<file path="config.mk">
export PLATFORM = sky130hd
export DESIGN_NAME = itp_timer
export DESIGN_NICKNAME = d
export VERILOG_FILES = /design/src/verilog/itp_pkg.sv /design/src/verilog/itp_timer.sv
export VERILOG_INCLUDE_DIRS = /design/src /design/src/verilog
export SDC_FILE = /design/constraint.sdc
export NUM_CORES = 1
export LEC_CHECK = 0
export ABC_AREA = 1
export BUFFER_PORTS_ARGS = -buffer_cell sky130_fd_sc_hd__buf_4
export CORE_ASPECT_RATIO = 1.5
export CORE_MARGIN = 10
export CORE_UTILIZATION = 25
export CTS_CLUSTER_DIAMETER = 100
export DETAILED_ROUTE_END_ITERATION = 8
export HOLD_SLACK_MARGIN = 0.02
export SKIP_CTS_REPAIR_TIMING = 1
export SYNTH_ARGS = -nofsm -noshare
export SYNTH_HDL_FRONTEND = slang
export SYNTH_SLANG_ARGS = --single-unit
export TNS_END_PERCENT = 5
</file>
<file path="constraint.sdc">
create_clock -name clk -period 1.4 [get_ports clk]
set_clock_uncertainty 0.05 [all_clocks]
set_input_delay 0.07 -clock clk [delete_from_list [all_inputs] [get_ports clk]]
set_output_delay 0.07 -clock clk [all_outputs]
set_load 0.05 [all_outputs]
</file>
<file path="src/verilog/itp_regs.svh">
// Register map and reset values of the prescaled interval timer.
// Assumes a word-indexed plain register port with 4-bit address.
`ifndef ITP_REGS_SVH
`define ITP_REGS_SVH
`define ITP_ADDR_W 4
`define ITP_OFS_COUNT 4'h0
`define ITP_OFS_SCALE 4'h1
`define ITP_OFS_PERIOD 4'h2
`define ITP_OFS_CTRL 4'h3
`define ITP_OFS_STATUS 4'h4
`define ITP_CTRL_EN_BIT 0
`define ITP_STATUS_EXP_BIT 0
`define ITP_RST_COUNT 16'h0000
`define ITP_RST_SCALE 8'h00
`define ITP_RST_PERIOD 16'h0000
`endif

</file>
<file path="src/verilog/itp_pkg.sv">
// Types shared by the interval timer.
// Assumes the register header is included by the design file.
package itp_pkg;
  typedef logic [15:0] itp_count_t;
  typedef logic [7:0] itp_scale_t;
endpackage : itp_pkg

</file>
<file path="src/verilog/itp_timer.sv">
// Prescaled 16-bit interval timer with a plain register port.
// Assumes one clock, synchronous active-high reset, same-domain bus master.
// Functional notes
// Timer count is a 16-bit register that counts downward.
// Count decrements once every prescale plus one cycles.
// Prescale value is an 8-bit software-writable register.
// Interrupt request is raised when the count reaches zero; the code raises it on the step from one and not for a zero count.
// On reaching zero the count reloads from the 16-bit period register.
// Interrupt request goes to the processor interrupt controller input.
// Separate prescale down-counter reloads on expiry; each expiry decrements count.
`timescale 1ns/1ps
`include "itp_regs.svh"

// Reloading down-counter shared by the prescaler and the main count
module itp_down_cnt #(
  parameter int W = 8,
  parameter int LAST = 0,
  parameter logic [W-1:0] RST_VAL = '0
) (
  input wire logic clk,
  input wire logic sys_rst,
  input wire logic load,
  input wire logic [W-1:0] load_val,
  input wire logic step,
  input wire logic [W-1:0] reload_val,
  output logic [W-1:0] value_q,
  output logic wrap
);
  // A step at or below the last value reloads instead of counting on
  assign wrap = (value_q <= W'(LAST));

  always_ff @(posedge clk) begin
    if (sys_rst) begin
      value_q <= RST_VAL;
    end else if (load) begin
      value_q <= load_val;
    end else if (step) begin
      if (wrap) begin
        value_q <= reload_val;
      end else begin
        value_q <= value_q - W'(1);
      end
    end
  end
endmodule : itp_down_cnt

// Software register with a write-enabled load
module itp_sw_reg #(
  parameter int W = 8,
  parameter logic [W-1:0] RST_VAL = '0
) (
  input wire logic clk,
  input wire logic sys_rst,
  input wire logic load,
  input wire logic [W-1:0] load_val,
  output logic [W-1:0] value_q
);
  always_ff @(posedge clk) begin
    if (sys_rst) begin
      value_q <= RST_VAL;
    end else if (load) begin
      value_q <= load_val;
    end
  end
endmodule : itp_sw_reg

module itp_timer (
  input wire logic clk,
  input wire logic sys_rst,
  input wire logic [`ITP_ADDR_W-1:0] reg_addr,
  input wire logic [15:0] reg_wdata,
  input wire logic reg_wr,
  input wire logic reg_rd,
  output logic [15:0] reg_rdata,
  output logic timer_irq
);
  itp_pkg::itp_count_t count_q;
  itp_pkg::itp_count_t period_q;
  itp_pkg::itp_scale_t scale_q;
  itp_pkg::itp_scale_t pre_q;
  logic [15:0] rdata_d;
  logic enable_q;
  logic expired_q;
  logic tick;
  logic pre_wrap;
  logic pre_load;
  logic hit_zero;
  logic wr_count;
  logic wr_scale;
  logic wr_period;
  logic wr_ctrl;
  logic wr_status;
  logic clr_status;

  // Register map, one word per index
  // Count: 16 bits, a write loads it and restarts the prescaler
  // Scale: 8 bits, upper read bits are zero
  // Period: 16 bits, taken on the step from one
  // Control: bit 0 enables counting
  // Status: bit 0 set by a request, writing one clears it
  // Requests recur every period times scale plus one cycles
  // A zero count steps to the period without a request
  always_comb begin
    wr_count = 1'b0;
    wr_scale = 1'b0;
    wr_period = 1'b0;
    wr_ctrl = 1'b0;
    wr_status = 1'b0;
    if (reg_wr) begin
      case (reg_addr)
        `ITP_OFS_COUNT: wr_count = 1'b1;
        `ITP_OFS_SCALE: wr_scale = 1'b1;
        `ITP_OFS_PERIOD: wr_period = 1'b1;
        `ITP_OFS_CTRL: wr_ctrl = 1'b1;
        `ITP_OFS_STATUS: wr_status = 1'b1;
        default: ;
      endcase
    end
  end
  assign clr_status = wr_status && reg_wdata[`ITP_STATUS_EXP_BIT];

  itp_sw_reg #(
    .W(8),
    .RST_VAL(`ITP_RST_SCALE)
  ) u_scale (
    .clk(clk),
    .sys_rst(sys_rst),
    .load(wr_scale),
    .load_val(reg_wdata[7:0]),
    .value_q(scale_q)
  );

  itp_sw_reg #(
    .W(16),
    .RST_VAL(`ITP_RST_PERIOD)
  ) u_period (
    .clk(clk),
    .sys_rst(sys_rst),
    .load(wr_period),
    .load_val(reg_wdata),
    .value_q(period_q)
  );

  itp_sw_reg #(
    .W(1),
    .RST_VAL(1'b0)
  ) u_enable (
    .clk(clk),
    .sys_rst(sys_rst),
    .load(wr_ctrl),
    .load_val(reg_wdata[`ITP_CTRL_EN_BIT]),
    .value_q(enable_q)
  );

  // Stopped or freshly written timer restarts a full prescale interval
  assign pre_load = !enable_q || wr_count;
  // Prescaler expiry gives one count step
  assign tick = enable_q && pre_wrap;

  itp_down_cnt #(
    .W(8),
    .LAST(0),
    .RST_VAL(`ITP_RST_SCALE)
  ) u_pre (
    .clk(clk),
    .sys_rst(sys_rst),
    .load(pre_load),
    .load_val(scale_q),
    .step(enable_q),
    .reload_val(scale_q),
    .value_q(pre_q),
    .wrap(pre_wrap)
  );

  // Zero is held while running only with a zero period: the step from one reloads at once
  itp_down_cnt #(
    .W(16),
    .LAST(1),
    .RST_VAL(`ITP_RST_COUNT)
  ) u_count (
    .clk(clk),
    .sys_rst(sys_rst),
    .load(wr_count),
    .load_val(reg_wdata),
    .step(tick),
    .reload_val(period_q),
    .value_q(count_q),
    .wrap()
  );

  // A count write in the same cycle overrides the step, so no request
  assign hit_zero = tick && !wr_count && (count_q == 16'h0001);

  always_ff @(posedge clk) begin
    if (sys_rst) begin
      timer_irq <= 1'b0;
    end else begin
      timer_irq <= hit_zero;
    end
  end

  // Set wins over a clear in the same cycle
  always_ff @(posedge clk) begin
    if (sys_rst) begin
      expired_q <= 1'b0;
    end else if (hit_zero) begin
      expired_q <= 1'b1;
    end else if (clr_status) begin
      expired_q <= 1'b0;
    end
  end

  // Idle cycles and unmapped addresses read as zero
  always_comb begin
    rdata_d = 16'h0000;
    if (reg_rd) begin
      case (reg_addr)
        `ITP_OFS_COUNT: rdata_d = count_q;
        `ITP_OFS_SCALE: rdata_d = {8'h00, scale_q};
        `ITP_OFS_PERIOD: rdata_d = period_q;
        `ITP_OFS_CTRL: rdata_d = {15'h0, enable_q};
        `ITP_OFS_STATUS: rdata_d = {15'h0, expired_q};
        default: rdata_d = 16'h0000;
      endcase
    end
  end

  always_ff @(posedge clk) begin
    if (sys_rst) begin
      reg_rdata <= 16'h0000;
    end else begin
      reg_rdata <= rdata_d;
    end
  end
endmodule : itp_timer

</file>
==> reports/metrics.cfg <==
[yosys]
synthCells = 540
synth_edf_count = 0
synth_ff_type = dfxtp_1
seq_area_frac_synth_pct = 36.79
avgSynthCellArea_sq_um = 6.752
ys_top_cells_by_count = nand2_1 (109), inv_1 (91), dfxtp_1 (67)
netlist_area_sq_um = 3646
synthesis.nets = 568
synth_most_common_cell = nand2_1
synth-seq-cells = 67
ys_types = 32
synth_top_area_share_pct = 36.79
synth_top_area_cell = dfxtp_1
yosys_warnings = 0
synth_area_leaders = dfxtp_1 (37%), nand2_1 (11%), inv_1 (9.4%)
async_flop_share_pct = 0

[clock_network]
clock_latency_ps = 340
cts_sinks = 67
clk_path_buf_depth = 2
clkTransAtPathRegs_ps = 60
root_buffer = clkbuf_16
tritoncts = built
cts_made_buffers = 9
cts.htree.levels = 3

[placement]
dp_slack_ps = -122.4
portBuffers = 40
gp_congestion = 0.9000
place_hpwl_um = 9054
dp.cells = 820

[route]
wl_um = 12290
num_vias = 3805
drt.antenna.violating_nets = 0
wl_met3_um = 506
viasPerCell = 4.492
met2_wirelength_um = 6633
wl_met1_um = 4570
wl_per_cell_um = 14.51
dr.pass1.iters = 5
top_layer = met4
drtIter0Drc = 254
drcViolationCount = 0

[floorplan]
die_y_um = 167.9
die_w_um = 118.6
dieArea_sq_um = 19910
rows = 54
pin_count = 41
initial_core_util_pct = 25.22
core_sq_um = 14460

[timing]
slew_headroom_pct = 77.16
tightest_slew_ps = 342.1
rsz0062_at_grt = true
fin_crit_sh_pct = 106.7
finalSetupTns_ps = -1143
timing.fmax_mhz = 669.5
maxSlewViolCount = 0
setup_viol = 17
post-route-min-period_ps = 1494
finalHoldViolations = 11
setup_ws_ps = -93.64
fin_hold_ws_ps = -23.73

[cells_and_area]
antenna-diode-count = 0
utilization_pct = 35.83
fin_nets = 674
stdcell_count = 847
layout-drive-gt1-share_pct = 27.34
syn_to_final_growth_pct = 42.07

[worst_setup_path]
path_max_fanout = 8
crit_required_ps = 1620
path_buf_inv = 3
critical_path_class = flop to flop
cp_common_cell = nand2_1
critPathMaxStageDelay_ps = 320
start_kind = flop
cp_slowest_cell = dfxtp_2
crit_family = simple AND/OR/NAND/NOR gates
critPathArrivalTime_ps = 1720
crit_path_end_kind = flop
crit_chain = inv_2, ha_4, nand2_4, nor2_4, inv_4, nor2_8, nand2_1, inv_1, nand2_1, a21oi_1

[global_route]
grt_pass1_vias = 3811
grt_usage_pct = 12.16
grt_antenna_before_repair = 0
grt_max_degree = 33
grt_pass1_wl_um = 19200
grt_overflow_total = 0

[run_status]
status = complete, but fails checks
failed_checks = negative hold slack, negative setup slack

[job]
cap_viol_max_count = 0

[pwr]
p_total_mw = 5.642
powerDensity_nw_per_um2 = 1089
leakage_nw = 2.379
vdd_drop_max_uv = 530.0

[min_path]
hold_class = input pin to flop

==> flip-flops by register name, summed over array words and instances (netlist names) <==
signal / flops
u_scale.value_q: 8
u_count.value_q: 16
u_period.value_q: 16
expired_q: 1
timer_irq: 1
reg_rdata: 16
u_enable.value_q: 1
u_pre.value_q: 8
==> layer usage <==
metal  track usage, %  up-vias
met5                0        -
met4            7.299        0
met3            2.310       41
met2            23.17       89
met1            11.73     1702
li1                 -     1973
==> layout by cell type (no fill, tap or decap), drive strengths merged, types with 2 or more instances in the layout <==
master	Yosys	routed
bufinv	0	3
nand3b	2	2
xnor2	4	4
dlygate4sd3	0	8
o22ai	11	11
dfxtp	67	67
nand2	113	113
nand3	55	56
o221ai	5	5
nor2	48	49
clkinv	2	5
a21oi	51	51
buf	13	106
inv	93	93
clkbuf	8	10
ha	4	4
o21ai	39	39
nand4	20	20
==> area by class of cell <==
class / instances / area (sq um)
inverters: 95 / 359.1
clock inverters: 6 / 112.6
multi-input cells: 359 / 1971
repair buffers: 114 / 908.4
clock buffers: 10 / 239.0
flip-flops and latches: 67 / 1345
well taps: 196 / 245.2
fillers: 1587 / 9279
==> final timing paths <==
kind | from | to | slack [ps] | depth (start not counted)
hold reg to reg | u_pre.value_q[0] | u_pre.value_q[0] | 370 | 1
setup reg to reg | u_pre.value_q[0] | u_count.value_q[10] | -90 | 10
setup / recovery | u_pre.value_q[0] | u_count.value_q[10] | -90 | 10
hold / removal | reg_wdata[3] | u_period.value_q[3] | -20 | 3
==> stage by stage <==
stage | hold WS (ps) | area [sq um]
6_report | -23.73 | 5180
2_1_floorplan | 106.9 | 3669
4_1_cts | -37.97 | 4949
3_3_place_gp | 309.5 | 4597
5_1_grt | 20.57 | 5180
3_5_place_dp | 309.6 | 4597
==> worst reg2reg max path, stage by stage, from the launching register on <==
cell     delay [ps]
dfxtp_2         320
inv_2            70
ha_4            140
nand2_4          50
nor2_4          200
inv_4            90
nor2_8          210
nand2_1          80
inv_1            50
nand2_1          50
a21oi_1         110
==> kinds of logic after synthesis <==
kind of cell | after synthesis | synth area share (%)
AND/OR/NAND/NOR | 239 | 31.23
adder cells (fa/ha/maj) | 4 | 1.373
AO/OA/AOI/OAI | 109 | 16.23
buffers and inverters | 116 | 13.18
XOR/XNOR | 5 | 1.201
flip-flops | 67 | 36.79
==> where the power goes <==
part / switching, mW / leakage (nW) / internal, mW
Clock: 0.907 / 0.173 / 1.79
Combinational: 0.580 / 1.66 / 0.400
Sequential: 0.0235 / 0.543 / 1.94
Total: 1.51 / 2.38 / 4.13
Power figures use the tool's default switching activity.
